[config.mk]
export PLATFORM = sky130hd
export DESIGN_NAME = source_transfer_controller
export DESIGN_NICKNAME = d
export VERILOG_FILES = /design/src/logic/source_transfer_controller.v
export VERILOG_INCLUDE_DIRS = /design/src /design/src/logic
export SDC_FILE = /design/constraint.sdc
export NUM_CORES = 1
export LEC_CHECK = 0
export BUFFER_PORTS_ARGS = -buffer_cell sky130_fd_sc_hd__buf_2
export CAP_MARGIN = 20
export CELL_PAD_IN_SITES_DETAIL_PLACEMENT = 1
export CELL_PAD_IN_SITES_GLOBAL_PLACEMENT = 2
export CORE_MARGIN = 8
export CORE_UTILIZATION = 39
export CTS_BUF_LIST = sky130_fd_sc_hd__clkbuf_8 sky130_fd_sc_hd__clkbuf_16
export DETAILED_ROUTE_END_ITERATION = 16
export PLACE_DENSITY = 0.84
export SETUP_SLACK_MARGIN = 0.3
export SLEW_MARGIN = 20
export SYNTH_ARGS = -nofsm -noshare
export SYNTH_HDL_FRONTEND = slang
export SYNTH_SLANG_ARGS = --single-unit
[constraint.sdc]
create_clock -name pclk -period 8.5 [get_ports pclk]
set_clock_uncertainty 0.15 [all_clocks]
set_input_delay 0.425 -clock pclk [delete_from_list [all_inputs] [get_ports pclk]]
set_output_delay 0.425 -clock pclk [all_outputs]
set_load 0.005 [all_outputs]
[src/logic/xfer_ctrl_regs.vh]
// register map, field positions and timing constants for the transfer controller
// assumes a 10 MHz pclk and an APB slave with 32-bit data
`ifndef XFER_CTRL_REGS_VH
`define XFER_CTRL_REGS_VH

// ==========================================
// offsets (byte addresses)
`define OFF_CTRL      12'h000
`define OFF_RET_DELAY 12'h004
`define OFF_PHASE_WIN 12'h008
`define OFF_CMD       12'h00c
`define OFF_STATUS    12'h010
`define OFF_ALARM     12'h014
`define OFF_COUNT     12'h018

// ==========================================
// control register fields
`define CTRL_PREF_BIT   0
`define CTRL_RETURN_BIT 1
`define CTRL_MODE_LSB   2
// command register fields (write-only pulses)
`define CMD_XFER_BIT     0
`define CMD_OVERRIDE_BIT 1
`define CMD_ALARM_RST    2
`define CMD_COUNT_RST    3

// ==========================================
// modes
`define MODE_NORMAL    2'h0
`define MODE_BYPASS    2'h1
`define MODE_REDUNDANT 2'h2

// ==========================================
// reset values and limits
`define PHASE_WIN_RST   8'h14
`define PHASE_WIN_MAX   8'hb4
`define RET_DELAY_MIN_S 16'h0004
`define RET_DELAY_MAX_S 16'h0258
`define CLK_HZ          10000000
`define SEC_CYCLES      (`CLK_HZ)

`endif

[src/logic/source_transfer_controller.v]
// source transfer controller: picks which of two sources feeds the load
// assumes synchronous inputs, one pclk, APB register access from the touchscreen
//
// What this block does
// - normal mode: load on healthy preferred source
// - preferred fails: move load to alternate
// - no return: stay on alternate while healthy
// - auto return after delay, 4 s to 10 min
// - manual transfer needs healthy, in-phase target
// - phase window resets 20 deg, max 180
// - override permits manual transfer up to 180
// - high load current blocks all transfers
// - current block clears when current falls
// - shorted active element: alarm, trip other breaker
// - shorted idle plus cross-current: move, alarm, trip
// - open element: alarm; open active element: move to other
// - element alarms latch until explicit reset
// - self power up; normal, bypass, redundant modes
// - redundant mode: auto transfer on bad source
// - redundant mode: selector switch picks source
// - bypass guide advances on sensed step completion
// - count transfers since counter reset
// - only touchscreen may write controls
// - operator sets preferred source, requests transfers
// - break-before-make, never both conducting
//
// The APB interface to the registers and the register addresses are this design's own decisions.
`include "xfer_ctrl_regs.vh"

module source_transfer_controller #(
   parameter DELAY_SEC_CYCLES = `SEC_CYCLES,
   parameter GAP_CYCLES       = 4,
   parameter BYPASS_STEPS     = 6
) (
   // apb
   input  wire        pclk,
   input  wire        presetn,
   input  wire        psel,
   input  wire        penable,
   input  wire        pwrite,
   input  wire [11:0] paddr,
   input  wire [31:0] pwdata,
   output wire        pready,
   output wire        pslverr,
   output reg  [31:0] prdata,
   // origin of write: high only for the local touchscreen
   input  wire        local_panel_src,
   // source measurements
   input  wire        src1_ok,
   input  wire        src2_ok,
   input  wire [7:0]  phase_diff_deg,
   input  wire        over_current,
   // switch element sense (index 0 = source 1)
   input  wire [1:0]  element_shorted,
   input  wire [1:0]  element_open,
   input  wire        cross_current,
   // backup operator panel
   input  wire        backup_mode_redundant,
   input  wire        source_choice_switch,
   // bypass procedure
   input  wire        bypass_step_done,
   // outputs
   output reg         gate_src1,
   output reg         gate_src2,
   output reg         trip_breaker1,
   output reg         trip_breaker2,
   output reg         alarm,
   output reg  [3:0]  bypass_step
);

   // ==========================================
   // states
   localparam ST_ON1   = 2'h0;
   localparam ST_ON2   = 2'h1;
   localparam ST_GAP   = 2'h2;

   reg  [1:0]  state_reg;
   reg         target_reg;       // source being connected after gap
   reg  [3:0]  gap_cnt_reg;
   reg         pref_reg;
   reg         return_reg;
   reg  [1:0]  mode_reg;
   reg  [15:0] ret_sec_reg;
   reg  [7:0]  win_reg;
   reg  [31:0] tick_reg;
   reg  [15:0] sec_reg;
   reg  [31:0] count_reg;
   reg  [3:0]  alarm_bits_reg;   // short2 short1 open2 open1
   reg         cmd_xfer_reg;
   reg         cmd_ovr_reg;
   reg         prev_choice_reg;

   // health of source 2 when sel is high, else of source 1
   function src_pick;
      input sel;
      input ok1;
      input ok2;
      begin
         src_pick = sel ? ok2 : ok1;
      end
   endfunction

   wire on_src     = (state_reg == ST_ON2);
   wire src_ok_on  = src_pick(on_src, src1_ok, src2_ok);
   wire src_ok_oth = src_pick(~on_src, src1_ok, src2_ok);
   wire pref_ok    = src_pick(pref_reg, src1_ok, src2_ok);
   wire on_pref    = (on_src == pref_reg);
   wire latched    = |alarm_bits_reg;

   // ==========================================
   // apb: zero wait states
   wire wr_en  = psel & penable & pwrite;
   wire wr_ok  = wr_en & local_panel_src;
   wire cmd_wr = wr_ok & (paddr == `OFF_CMD);
   assign pready  = 1'b1;
   assign pslverr = psel & penable & pwrite & ~local_panel_src;

   function [7:0] clamp_win;
      input [7:0] v;
      begin
         clamp_win = (v > `PHASE_WIN_MAX) ? `PHASE_WIN_MAX : v;
      end
   endfunction

   function [15:0] clamp_delay;
      input [15:0] v;
      begin
         if (v < `RET_DELAY_MIN_S)
            clamp_delay = `RET_DELAY_MIN_S;
         else if (v > `RET_DELAY_MAX_S)
            clamp_delay = `RET_DELAY_MAX_S;
         else
            clamp_delay = v;
      end
   endfunction

   // read word for an address; taken in the setup cycle so prdata comes
   // from flip-flops and still stands through the zero-wait access
   function [31:0] rd_word;
      input [11:0] a;
      begin
         case (a)
            `OFF_CTRL:      rd_word = {28'h0, mode_reg, return_reg, pref_reg};
            `OFF_RET_DELAY: rd_word = {16'h0, ret_sec_reg};
            `OFF_PHASE_WIN: rd_word = {24'h0, win_reg};
            `OFF_STATUS:    rd_word = {22'h0, bypass_step, over_current, latched,
                                       gate_src2, gate_src1, state_reg};
            `OFF_ALARM:     rd_word = {28'h0, alarm_bits_reg};
            `OFF_COUNT:     rd_word = count_reg;
            default:        rd_word = 32'h0000_0000;
         endcase
      end
   endfunction

   wire rd_setup = psel & ~penable & ~pwrite;

   always @(posedge pclk or negedge presetn) begin
      if (!presetn) begin
         prdata <= 32'h0000_0000;
      end else if (rd_setup) begin
         prdata <= rd_word(paddr);
      end else if (~psel) begin
         prdata <= 32'h0000_0000;
      end
   end

   // ==========================================
   // decision logic
   reg  want_move;
   reg  delay_run;
   wire in_window = (phase_diff_deg <= win_reg);
   wire choice_edge = source_choice_switch ^ prev_choice_reg;

   // reasons to move, each on its own
   wire fail_move   = ~src_ok_on & src_ok_oth;
   wire return_wait = ~on_pref & pref_ok & return_reg & ~latched;
   wire manual_move = cmd_xfer_reg & src_ok_oth & (in_window | cmd_ovr_reg);
   wire choice_move = choice_edge & (source_choice_switch != on_src) & src_ok_oth;
   wire open_move   = element_open[on_src];
   wire short_move  = element_shorted[~on_src] & cross_current;

   always @* begin
      want_move = 1'b0;
      delay_run = 1'b0;
      case (mode_reg)
         `MODE_NORMAL: begin
            if (fail_move)
               want_move = 1'b1;
            else if (return_wait) begin
               delay_run = 1'b1;
               want_move = (sec_reg >= ret_sec_reg);
            end
            if (manual_move)
               want_move = 1'b1;
         end
         `MODE_REDUNDANT: begin
            if (fail_move)
               want_move = 1'b1;
            if (choice_move)
               want_move = 1'b1;
         end
         default: want_move = 1'b0;  // bypass: electronics isolated
      endcase
      if (open_move)
         want_move = 1'b1;
      if (short_move)
         want_move = 1'b1;
      if (over_current)
         want_move = 1'b0;
   end

   // element alarms latch; a fault present in the clear cycle wins over it
   reg  [3:0] alarm_bits_next;

   always @* begin
      alarm_bits_next = alarm_bits_reg | {element_shorted, element_open};
      if (cmd_wr & pwdata[`CMD_ALARM_RST])
         alarm_bits_next = {element_shorted, element_open};
   end

   // ==========================================
   // registers
   always @(posedge pclk or negedge presetn) begin
      if (!presetn) begin
         state_reg       <= ST_ON1;
         target_reg      <= 1'b0;
         gap_cnt_reg     <= 4'h0;
         pref_reg        <= 1'b0;
         return_reg      <= 1'b0;
         mode_reg        <= `MODE_NORMAL;
         ret_sec_reg     <= `RET_DELAY_MIN_S;
         win_reg         <= `PHASE_WIN_RST;
         count_reg       <= 32'h0;
         alarm_bits_reg  <= 4'h0;
         cmd_xfer_reg    <= 1'b0;
         cmd_ovr_reg     <= 1'b0;
         prev_choice_reg <= 1'b0;
         gate_src1       <= 1'b0;
         gate_src2       <= 1'b0;
         alarm           <= 1'b0;
      end else begin
         prev_choice_reg <= source_choice_switch;
         cmd_xfer_reg    <= 1'b0;
         cmd_ovr_reg     <= 1'b0;
         if (wr_ok) begin
            case (paddr)
               `OFF_CTRL: begin
                  pref_reg   <= pwdata[`CTRL_PREF_BIT];
                  return_reg <= pwdata[`CTRL_RETURN_BIT];
                  if (pwdata[`CTRL_MODE_LSB+1:`CTRL_MODE_LSB] != 2'h3)
                     mode_reg <= pwdata[`CTRL_MODE_LSB+1:`CTRL_MODE_LSB];
               end
               `OFF_RET_DELAY: ret_sec_reg <= clamp_delay(pwdata[15:0]);
               `OFF_PHASE_WIN: win_reg <= clamp_win(pwdata[7:0]);
               `OFF_CMD: begin
                  cmd_xfer_reg <= pwdata[`CMD_XFER_BIT];
                  cmd_ovr_reg  <= pwdata[`CMD_OVERRIDE_BIT];
               end
               default: ;
            endcase
         end
         if (backup_mode_redundant)
            mode_reg <= `MODE_REDUNDANT;

         alarm_bits_reg <= alarm_bits_next;
         alarm          <= |alarm_bits_next;

         // transfer sequencer: off gap between sources
         case (state_reg)
            ST_ON1, ST_ON2: begin
               gate_src1 <= (state_reg == ST_ON1) & (mode_reg != `MODE_BYPASS);
               gate_src2 <= (state_reg == ST_ON2) & (mode_reg != `MODE_BYPASS);
               if (want_move) begin
                  gate_src1   <= 1'b0;
                  gate_src2   <= 1'b0;
                  target_reg  <= ~on_src;
                  gap_cnt_reg <= 4'h0;
                  state_reg   <= ST_GAP;
               end
            end
            ST_GAP: begin
               gate_src1 <= 1'b0;
               gate_src2 <= 1'b0;
               if (gap_cnt_reg >= GAP_CYCLES - 1) begin
                  state_reg <= target_reg ? ST_ON2 : ST_ON1;
                  count_reg <= count_reg + 32'h1;
               end else begin
                  gap_cnt_reg <= gap_cnt_reg + 4'h1;
               end
            end
            default: state_reg <= ST_ON1;
         endcase
         if (cmd_wr & pwdata[`CMD_COUNT_RST])
            count_reg <= 32'h0;
      end
   end

   // ==========================================
   // return delay seconds, restarted whenever preferred drops
   always @(posedge pclk or negedge presetn) begin
      if (!presetn) begin
         tick_reg <= 32'h0;
         sec_reg  <= 16'h0;
      end else begin
         if (!delay_run) begin
            tick_reg <= 32'h0;
            sec_reg  <= 16'h0;
         end else if (tick_reg >= DELAY_SEC_CYCLES - 1) begin
            tick_reg <= 32'h0;
            if (sec_reg != 16'hffff)
               sec_reg <= sec_reg + 16'h1;
         end else begin
            tick_reg <= tick_reg + 32'h1;
         end
      end
   end

   // ==========================================
   // breaker trips stay until alarm reset
   always @(posedge pclk or negedge presetn) begin
      if (!presetn) begin
         trip_breaker1 <= 1'b0;
         trip_breaker2 <= 1'b0;
      end else begin
         if (element_shorted[0] & (~on_src | cross_current))
            trip_breaker2 <= 1'b1;
         else if (~latched)
            trip_breaker2 <= 1'b0;
         if (element_shorted[1] & (on_src | cross_current))
            trip_breaker1 <= 1'b1;
         else if (~latched)
            trip_breaker1 <= 1'b0;
      end
   end

   // ==========================================
   // bypass guide
   always @(posedge pclk or negedge presetn) begin
      if (!presetn) begin
         bypass_step <= 4'h0;
      end else begin
         if (mode_reg != `MODE_BYPASS)
            bypass_step <= 4'h0;
         else if (bypass_step_done && bypass_step < BYPASS_STEPS - 1)
            bypass_step <= bypass_step + 4'h1;
      end
   end

   // ==========================================
   // notes for the next engineer
   // - gate outputs are conduction commands; the gap state always
   //   sits between two of them, so no decision can make both high
   // - want_move is looked at only in ST_ON1 and ST_ON2; a manual
   //   command or selector edge landing in the gap is dropped,
   //   the operator simply repeats it
   // - over-current inhibit also blocks fault moves; traded for never
   //   switching a heavy load into a fault
   // - return timer counts whole seconds of DELAY_SEC_CYCLES; any dip
   //   of the preferred source zeroes it, so a flickering source
   //   never earns its way back
   // - return is held off while any element alarm is latched
   // - an alarm clear with the fault still sensed leaves it latched
   // - trips drop one cycle after the latch clears, never earlier
   // - the panel redundant switch forces the mode each cycle; the
   //   mode stays redundant after release until software rewrites it
   // - mode code 3 is ignored, the old mode stays
   // - remote writes get pslverr and change nothing
   // - prdata is taken in the setup cycle; a status read shows the
   //   state one cycle before the access edge
   // - bypass step saturates at BYPASS_STEPS - 1 and clears on exit
   // - element sense inputs are levels; a one-cycle glitch still
   //   latches an alarm, by intent

endmodule

==> results of run 1 <==
## through the flow
stage | total power (W) | utilization [%] | instance area, sq um
floorplan | 0.00104 | - | 8250
global placement | 0.00113 | 43.1 | 9000
detailed placement | 0.00114 | 43.1 | 9000
CTS | 0.00193 | 45.9 | 9590
global route | 0.00200 | 45.9 | 9600
finish | 0.00190 | 45.9 | 9600
## final cells by class
cell class              count  area (sq um)  area share, %
repair buffers            102           539           5.62
multi-input cells         625          3920           40.9
clock inverters            15           158           1.64
inverters                  34           128           1.33
flip-flops and latches    163          4080           42.5
well taps                 275           344           3.58
clock buffers              17           425           4.43
## worst paths after layout
check	from	slack [ns]	cells past startpoint	to
min in group pclk	backup_mode_redundant	0.03	2	mode_reg[0]
worst max register to register	alarm_bits_reg[1]	5.27	7	tick_reg[2]
max in group asynchronous	presetn	6.81	2	count_reg[20]
worst min register to register	trip_breaker1	0.32	2	trip_breaker1
worst min-delay path	presetn	-0.02	1	tick_reg[28]
worst max-delay path	alarm_bits_reg[1]	5.27	7	tick_reg[2]
## cell usage after synthesis (3+ instances only)
| library cell | instances |
|---|---|
| nor3_1 | 16 |
| dfrtp_1 | 160 |
| a22o_1 | 25 |
| nor4_1 | 19 |
| and3_1 | 21 |
| clkbuf_1 | 19 |
| a221oi_1 | 7 |
| nor2b_1 | 10 |
| nor3b_1 | 6 |
| nand3_1 | 34 |
| o211ai_1 | 4 |
| ha_1 | 30 |
| or2_2 | 4 |
| dfstp_2 | 3 |
| o22ai_1 | 5 |
| inv_1 | 34 |
| nor4b_1 | 4 |
| nand2_1 | 70 |
| o31ai_1 | 8 |
| xnor2_1 | 29 |
| a31oi_1 | 6 |
| nand4_1 | 27 |
| a21oi_1 | 27 |
| buf_6 | 3 |
| and4_1 | 6 |
| and2_1 | 5 |
| mux2i_1 | 10 |
| o21ai_0 | 43 |
| nand2b_1 | 8 |
| or3_1 | 9 |
| a21o_1 | 7 |
| nor2_1 | 101 |
| a22oi_1 | 8 |
| or4_1 | 9 |
| xor2_1 | 29 |
| a211oi_1 | 5 |
## repair_timing
action / in CTS / in global routing
hold endpoints to repair: 1 / 0
hold buffers: 1 / 0
buffers inserted: 0 / 0
## layer usage
metal / vias up / GRT usage (%)
met5: - / 0
met4: 0 / 4.50
met3: 19 / 4.05
met2: 97 / 31.4
met1: 3411 / 23.7
li1: 3231 / -
## power by group through the flow
| stage | Sequential (W) | Combinational, W | Clock (W) |
|---|---|---|---|
| 4_1_cts | 0.000900 | 0.000233 | 0.000794 |
| 3_3_place_gp | 0.000911 | 0.000223 | 0 |
| 6_report | 0.000901 | 0.000230 | 0.000774 |
| 2_1_floorplan | 0.000884 | 0.000159 | 0 |
| 5_1_grt | 0.000911 | 0.000264 | 0.000826 |
| 3_5_place_dp | 0.000913 | 0.000232 | 0 |
## worst max-delay path, cell delays in order (launching register included)
cell	delay [ns]
dfrtp_1	0.41
or2_1	0.25
or3_4	0.37
or3b_1	0.41
or4_1	0.52
buf_4	0.22
or2_1	0.56
nor2_1	0.23
## logic make-up after synthesis
group                    count (synthesis)  share of synthesized area, %
AND/OR/NAND/NOR                        357                          22.0
other                                    2                        0.0914
multiplexers                            11                          1.35
XOR/XNOR                                58                          6.18
buffers and inverters                   61                          3.14
flip-flops                             163                          49.7
AO/OA/AOI/OAI                          160                          13.0
adder cells (fa/ha/maj)                 30                          4.57
==> flow_metrics.py, run 1 <==
metrics = {
    "cts": {
        "clockBufferDepth": 2,
        "path_clk_slew_ns": 0.07,
        "cts_max_level": 4,
        "cts_tree": "yes",
        "cts_resized": 0,
        "cts_root_buf": "clkbuf_16",
        "clock_sinks": 163,
        "cts_buffers": 17,
        "clock_latency_ns": 0.43,
    },
    "synth": {
        "synthArstFlopShare_pct": 100,
        "synthCells": 842,
        "seq_area_frac_synth_pct": 49.7,
        "synth.area.top_cells": "dfrtp_1, nor2_1, ha_1, nand2_1, xnor2_1",
        "syn_area_per_cell_sq_um": 9.76,
        "synth_edf_count": 0,
        "yosysTopAreaCell": "dfrtp_1",
        "yosysTopAreaCellShare_pct": 48.7,
        "synth_flop_cell": "dfrtp_1",
        "ys_warn_count": 0,
        "synth_area_sq_um": 8220,
        "yosysUniqueCellTypes": 57,
        "synth-seq-cells": 163,
    },
    "global_routing": {
        "antenna_found_initial": 0,
        "grt_max_degree": 105,
        "grt_pass1_wl_um": 38700,
        "grt_usage_pct": 18.6,
        "gr-total-overflow": 0,
        "grt_pass1_vias": 7149,
    },
    "placed_design": {
        "dp.cells": 1198,
        "dpl.hpwl_um": 17300,
        "dp_worst_setup_slack_ns": 5.21,
        "portBuffers": 94,
        "routabilityCongestion": 0.821,
    },
    "layout": {
        "final_common_cell": "dfrtp_1",
        "antenna_cells": 0,
        "final_cells": 1231,
        "drive_gt1_share_pct": 15.0,
        "nFillCells": 2412,
        "syn_to_final_growth_pct": 16.8,
        "final_cell_mix": "dfrtp_1, nor2_1, buf_2",
        "fin_nets": 1042,
    },
    "critical_path": {
        "cp-end-kind": "register",
        "cp_max_fo": 24,
        "worst_ep_required_time_ns": 8.70,
        "path_class": "reg -> reg",
        "arrival_ns": 3.43,
        "start_kind": "register",
    },
    "timing": {
        "fin_hold_ws_ns": -0.0166,
        "rsz0062_at_grt": "false",
        "setup_ws_ns": 5.27,
        "slew_headroom_pct": 35.5,
        "setup_tns_ns": 0,
        "tightest_slew_ns": 0.964,
        "drv_slew": 0,
        "period_needed_ns": 3.23,
        "max_freq_ghz": 0.309,
        "period_share_pct": 38.0,
        "finalSetupViolations": 0,
        "finalHoldViolCount": 19,
    },
    "detailed_routing": {
        "routed.top_layer": "met4",
        "first_iter_violations": 325,
        "vias_per_cell": 5.49,
        "vias": 6758,
        "wirelength_um": 23300,
        "wl_per_cell_um": 18.9,
        "met1_length_um": 10400,
        "wl_met3_um": 907,
        "route.met2.wl_um": 11700,
        "ant_nets": 0,
        "drt_drc_violations_left": 0,
        "drtPass1Iterations": 7,
    },
    "power_and_ir_drop": {
        "p_comb_share_pct": 12.1,
        "switchingPower_w": 0.000552,
        "seqPwrFrac_pct": 47.3,
        "switching_share_pct": 29.0,
        "leakagePower_nw": 4.27,
        "peakVddDrop_v": 0.000121,
        "p_int_w": 0.00135,
        "power_frac_clock_pct": 40.6,
        "power.density_nw_per_um2": 198,
    },
    "status": {
        "violations": "hold timing",
        "outcome": "finished with violations",
    },
    "hold_path": {
        "hold_class": "in -> async",
    },
    "die": {
        "ios": 112,
        "std_cell_rows": 53,
        "die_h_um": 161,
        "initial_core_util_pct": 39.4,
        "die_area_sq_um": 26000,
        "coreArea_sq_um": 20900,
        "die_w_um": 161,
    },
    "flow_run": {
        "maxCapViolations": 0,
    },
}
(Power assumes the default switching activity.)
==> run 2: changes to the inputs <==
--- a/config.mk
+++ b/config.mk
@@ -11,10 +11,10 @@
 export CELL_PAD_IN_SITES_DETAIL_PLACEMENT = 1
 export CELL_PAD_IN_SITES_GLOBAL_PLACEMENT = 2
 export CORE_MARGIN = 8
-export CORE_UTILIZATION = 39
+export CORE_UTILIZATION = 33
 export CTS_BUF_LIST = sky130_fd_sc_hd__clkbuf_8 sky130_fd_sc_hd__clkbuf_16
 export DETAILED_ROUTE_END_ITERATION = 16
-export PLACE_DENSITY = 0.84
+export PLACE_DENSITY = 0.75
 export SETUP_SLACK_MARGIN = 0.3
 export SLEW_MARGIN = 20
 export SYNTH_ARGS = -nofsm -noshare
==> constraint.sdc (replaced) <==
create_clock -name pclk -period 2.7 [get_ports pclk]
set_clock_uncertainty 0.15 [all_clocks]
set_input_delay 0.135 -clock pclk [delete_from_list [all_inputs] [get_ports pclk]]
set_output_delay 0.135 -clock pclk [all_outputs]
set_load 0.005 [all_outputs]
==> flow_metrics.py, run 2 (synthesis results as in run 1) <==
metrics = {
    "status": {
        "outcome": "complete, no violations",
    },
    "timing": {
        "max_freq_ghz": 0.381,
        "slew_headroom_pct": 52.2,
        "period_share_pct": 97.2,
        "period_needed_ns": 2.62,
        "drv_slew": 0,
        "finalHoldViolCount": 0,
        "rsz0062_at_grt": "true",
        "setup_tns_ns": 0,
        "setup_ws_ns": 0.0769,
        "fin_hold_ws_ns": 0.0256,
        "finalSetupViolations": 0,
        "tightest_slew_ns": 0.717,
    },
    "cts": {
        "cts_max_level": 4,
        "cts_tree": "yes",
        "clock_sinks": 163,
        "path_clk_slew_ns": 0.07,
        "clock_latency_ns": 0.43,
        "clockBufferDepth": 2,
        "cts_buffers": 17,
        "cts_root_buf": "clkbuf_16",
    },
    "critical_path": {
        "arrival_ns": 2.82,
        "cp_slowest_cell": "or4_4",
        "path_class": "reg -> reg",
        "reg2regPathDepth": 7,
        "crit_chain": "or2_1 -> or3_4 -> or3b_4 -> or4_4 -> or2_4 -> buf_12 -> nor2_1",
        "cp-end-kind": "register",
        "start_kind": "register",
        "cpPeakStageDelay_ns": 0.48,
        "cp_max_fo": 24,
        "worst_ep_required_time_ns": 2.90,
    },
    "detailed_routing": {
        "wirelength_um": 25000,
        "ant_nets": 0,
        "vias_per_cell": 5.15,
        "wl_per_cell_um": 18.3,
        "first_iter_violations": 509,
        "drt_drc_violations_left": 0,
        "drtPass1Iterations": 4,
        "vias": 7046,
    },
    "global_routing": {
        "grt_pass1_wl_um": 40100,
        "gr-total-overflow": 0,
        "grt_max_degree": 73,
        "grt_pass1_vias": 7404,
        "grt_usage_pct": 16.5,
        "antenna_found_initial": 0,
    },
    "die": {
        "die_w_um": 174,
        "initial_core_util_pct": 33.7,
        "die_area_sq_um": 30200,
        "die_h_um": 174,
        "std_cell_rows": 57,
        "ios": 112,
        "coreArea_sq_um": 24400,
    },
    "layout": {
        "final_cells": 1367,
        "syn_to_final_growth_pct": 29.2,
        "final-seq-area_sq_um": 4090,
        "final_common_cell": "dfrtp_1",
        "multiInputGateArea_sq_um": 4130,
        "fin_nets": 1129,
        "antenna_cells": 0,
        "drive_gt1_share_pct": 23.2,
        "nFillCells": 2829,
        "final_cell_mix": "dfrtp_1, nor2_1, buf_2",
        "utilization_pct": 43.5,
    },
    "placed_design": {
        "dp.cells": 1302,
        "portBuffers": 94,
        "dp_worst_setup_slack_ns": -0.00345,
        "dpl.hpwl_um": 18400,
        "routabilityCongestion": 0.835,
    },
    "flow_run": {
        "maxCapViolations": 0,
    },
    "power_and_ir_drop": {
        "power.density_nw_per_um2": 585,
        "peakVddDrop_v": 0.000408,
        "leakagePower_nw": 4.71,
    },
    "hold_path": {
        "min_path_cells": 3,
        "hold_class": "in -> reg",
    },
}
run 2: cell types whose count changed in the layout (fill, tap and decap cells not counted), sizes merged:
cell and change:
buf +68, dlygate4sd3 +19, clkinvlp +4, clkinv -3
inv -2, bufinv +1
run 2: path summary, 6_finish.rpt:
check | from | end | slack [ns]
max | alarm_bits_reg[1] | tick_reg[12] | 0.08
min | pwdata[3] | mode_reg[1] | 0.03
max in group asynchronous | presetn | count_reg[27] | 1.47
min reg2reg | prdata[13] | prdata[13] | 0.32
min in group asynchronous | presetn | bypass_step[1] | 0.14
max reg2reg | alarm_bits_reg[1] | tick_reg[12] | 0.08
run 2: timing repair:
item,in CTS,in global routing
hold buffers,20,0
endpoints found under the hold margin,97,0
buffers inserted,3,10
setup endpoints to repair,61,66
pin swaps,3,3
gates resized for setup,17,25
run 2: through the flow:
step | total power (W) | area, sq um
CTS | 0.00628 | 10400
floorplan | 0.00329 | 8260
global placement | 0.00365 | 9500
finish | 0.00622 | 10600
global route | 0.00651 | 10600
detailed placement | 0.00368 | 9500
run 2: cell type report:
cell class	instances	share of cell area (%)
multi-input combinational	625	38.9
sequential	163	38.5
timing repair buffer	189	11.9
clock buffer	17	4.01
tap	324	3.82
clock inverter	15	1.71
inverter	34	1.20
run 2: critical path, delay by kind of cell, from the launching register on:
| kind | cells | cell delay [ns] |
|---|---|---|
| buf+inv | 1 | 0.16 |
| flops | 1 | 0.38 |
| simple gates | 6 | 1.84 |
run 2: layer usage:
| layer | up-vias | global-route usage [%] | share of wire (%) |
|---|---|---|---|
| li1 | 3409 | - | - |
| met3 | 22 | 3.70 | 3.1 |
| met4 | 0 | 4.20 | 1.2 |
| met5 | - | 0 | 0 |
| met1 | 3532 | 21.2 | 46 |
| met2 | 83 | 27.4 | 50 |
run 2: power by group:
group / leakage [nW] / switching (W) / total (W) / internal (W)
clock: 0.287 / 0.00107 / 0.00254 / 0.00147
combinational: 2.41 / 0.000481 / 0.000841 / 0.000360
sequential: 2.02 / 0.000237 / 0.00284 / 0.00260
total: 4.71 / 0.00179 / 0.00622 / 0.00443
==> run 3: changes to the inputs <==
--- a/config.mk
+++ b/config.mk
@@ -6,12 +6,13 @@
 export SDC_FILE = /design/constraint.sdc
 export NUM_CORES = 1
 export LEC_CHECK = 0
+export ABC_AREA = 1
 export BUFFER_PORTS_ARGS = -buffer_cell sky130_fd_sc_hd__buf_2
 export CAP_MARGIN = 20
 export CELL_PAD_IN_SITES_DETAIL_PLACEMENT = 1
 export CELL_PAD_IN_SITES_GLOBAL_PLACEMENT = 2
 export CORE_MARGIN = 8
-export CORE_UTILIZATION = 33
+export CORE_UTILIZATION = 31
 export CTS_BUF_LIST = sky130_fd_sc_hd__clkbuf_8 sky130_fd_sc_hd__clkbuf_16
 export DETAILED_ROUTE_END_ITERATION = 16
 export PLACE_DENSITY = 0.75
==> flow_metrics.py, run 3 <==
metrics = {
    "global_routing": {
        "grt_pass1_vias": 8626,
        "antenna_found_initial": 0,
        "grt_max_degree": 57,
        "gr-total-overflow": 0,
        "grt_usage_pct": 16.6,
        "grt_pass1_wl_um": 45200,
    },
    "layout": {
        "fin_nets": 1351,
        "final_cell_mix": "nand2_1, inv_1, dfrtp_1",
        "syn_to_final_growth_pct": 21.6,
        "final_common_cell": "nand2_1",
        "stdcell_area_sq_um": 10900,
        "drive_gt1_share_pct": 17.6,
        "antenna_cells": 0,
    },
    "placed_design": {
        "routabilityCongestion": 0.818,
        "portBuffers": 94,
        "dpl.hpwl_um": 20900,
        "post_dp_cell_area_sq_um": 9970,
        "dp_worst_setup_slack_ns": 0.308,
    },
    "detailed_routing": {
        "vias_per_cell": 4.88,
        "wirelength_um": 27400,
        "ant_nets": 0,
        "drtPass1Iterations": 4,
        "drt_drc_violations_left": 0,
        "vias": 8045,
        "first_iter_violations": 452,
        "wl_per_cell_um": 16.6,
    },
    "synth": {
        "synth_most_common_cell": "nand2_1",
        "syn_area_per_cell_sq_um": 8.05,
        "synthArstFlopShare_pct": 100,
        "yosysUniqueCellTypes": 50,
        "synth_commonest_cells": "nand2_1, dfrtp_1, inv_1",
        "synthCells": 1114,
        "synth-seq-cells": 163,
        "yosysTopAreaCell": "dfrtp_1",
        "synth_flop_cell": "dfrtp_1",
        "seq_area_frac_synth_pct": 45.5,
        "ys_warn_count": 0,
        "synth.area.top_cells": "dfrtp_1, nand2_1, inv_1, nand3_1, nor2_1",
        "yosysTopAreaCellShare_pct": 44.7,
        "synth_area_sq_um": 8960,
        "synth_edf_count": 0,
    },
    "timing": {
        "period_needed_ns": 2.25,
        "setup_ws_ns": 0.447,
        "rsz0062_at_grt": "false",
        "finalHoldViolCount": 0,
        "drv_slew": 0,
        "setup_tns_ns": 0,
        "slew_headroom_pct": 48.9,
        "tightest_slew_ns": 0.758,
        "finalSetupViolations": 0,
        "period_share_pct": 83.5,
        "max_freq_ghz": 0.444,
    },
    "cts": {
        "clock_sinks": 163,
        "cts_buffers": 17,
        "clock_latency_ns": 0.44,
        "cts_root_buf": "clkbuf_16",
        "clockBufferDepth": 2,
        "cts_tree": "yes",
        "cts_max_level": 4,
        "path_clk_slew_ns": 0.07,
    },
    "die": {
        "coreArea_sq_um": 28600,
        "initial_core_util_pct": 31.3,
        "std_cell_rows": 62,
        "die_w_um": 186,
        "die_h_um": 186,
        "die_area_sq_um": 34600,
        "ios": 112,
    },
    "critical_path": {
        "start_kind": "primary input",
        "worst_ep_required_time_ns": 2.91,
        "arrival_ns": 2.47,
        "cp-end-kind": "register",
        "cp_max_fo": 10,
        "path_class": "in -> reg",
    },
    "power_and_ir_drop": {
        "leakagePower_nw": 5.19,
        "peakVddDrop_v": 0.000421,
        "power.density_nw_per_um2": 534,
    },
    "hold_path": {
        "hold_class": "in -> reg",
    },
    "flow_run": {
        "maxCapViolations": 0,
    },
    "status": {
        "outcome": "complete, no violations",
    },
}
run 3: path summary, 6_finish.rpt:
| path | slack [ns] | to | start | cells past startpoint |
|---|---|---|---|---|
| worst min-delay path | 0.06 | ret_sec_reg[3] | pwdata[10] | 5 |
| worst max-delay path | 0.45 | win_reg[6] | penable | 9 |
| max in group asynchronous | 1.53 | ret_sec_reg[2] | presetn | 3 |
| min in group asynchronous | 0.11 | gap_cnt_reg[3] | presetn | 2 |
| worst min register to register | 0.32 | ret_sec_reg[15] | ret_sec_reg[15] | 2 |
| worst max register to register | 0.47 | sec_reg[6] | alarm_bits_reg[2] | 11 |
run 3: worst max-delay path, stage by stage:
cell           delay (ns)
dlygate4sd3_1        0.53
buf_2                0.14
nand4_2              0.30
inv_1                0.21
nand2_1              0.26
nor2_1               0.21
nand2_1              0.06
dlygate4sd3_1        0.55
o21ai_0              0.07
run 3: area by class of cell:
| class | instances | area, sq um |
|---|---|---|
| multi-input combinational | 766 | 4210 |
| timing repair buffer | 138 | 890 |
| inverter | 166 | 631 |
| clock buffer | 19 | 453 |
| fill | 3446 | 17700 |
| sequential | 163 | 4090 |
| clock inverter | 13 | 149 |
| tap | 384 | 480 |
run 3: stage by stage:
step	cells	total power (W)	hold slack (ns)	utilization [%]
2_1_floorplan	1121	0.00306	-0.311	-
3_3_place_gp	1590	0.00333	-0.00225	34.8
3_5_place_dp	1590	0.00335	0.00509	34.8
4_1_cts	1645	0.00591	0.0389	37.8
5_1_grt	1649	0.00611	0.105	38.1
6_report	1649	0.00582	0.0558	38.1
run 3: power by group:
part	total, W	switching (W)	internal [W]
sequential	0.00264	0.000101	0.00254
combinational	0.000687	0.000462	0.000226
clock	0.00249	0.00107	0.00142
run 3: kinds of logic (layout without fill, tap and decap cells):
family,count (synthesis),in the layout,share of synthesized area [%]
fa+ha+maj,30,30,4.19
buf+inv,192,336,8.35
compound gates,205,205,13.0
other cells,2,9,0.0838
simple gates,511,511,27.8
flops,163,163,45.5
xor+xnor,11,11,1.07
run 3: timing repair:
item	4_1_cts	5_1_grt
pin swaps	0	4
gates cloned	0	0
gates resized for setup	1	20
setup buffers	0	4
hold buffers	23	0
endpoints found under the hold margin	97	0
endpoints found under the setup margin	1	29
run 3: routing by layer:
| metal | up-vias | track usage [%] | share of wire, % |
|---|---|---|---|
| met5 | - | 0 | 0 |
| met4 | 0 | 4.70 | 1.5 |
| met3 | 25 | 2.62 | 3.6 |
| met2 | 87 | 28.8 | 50 |
| met1 | 3944 | 21.1 | 45 |
| li1 | 3989 | - | - |
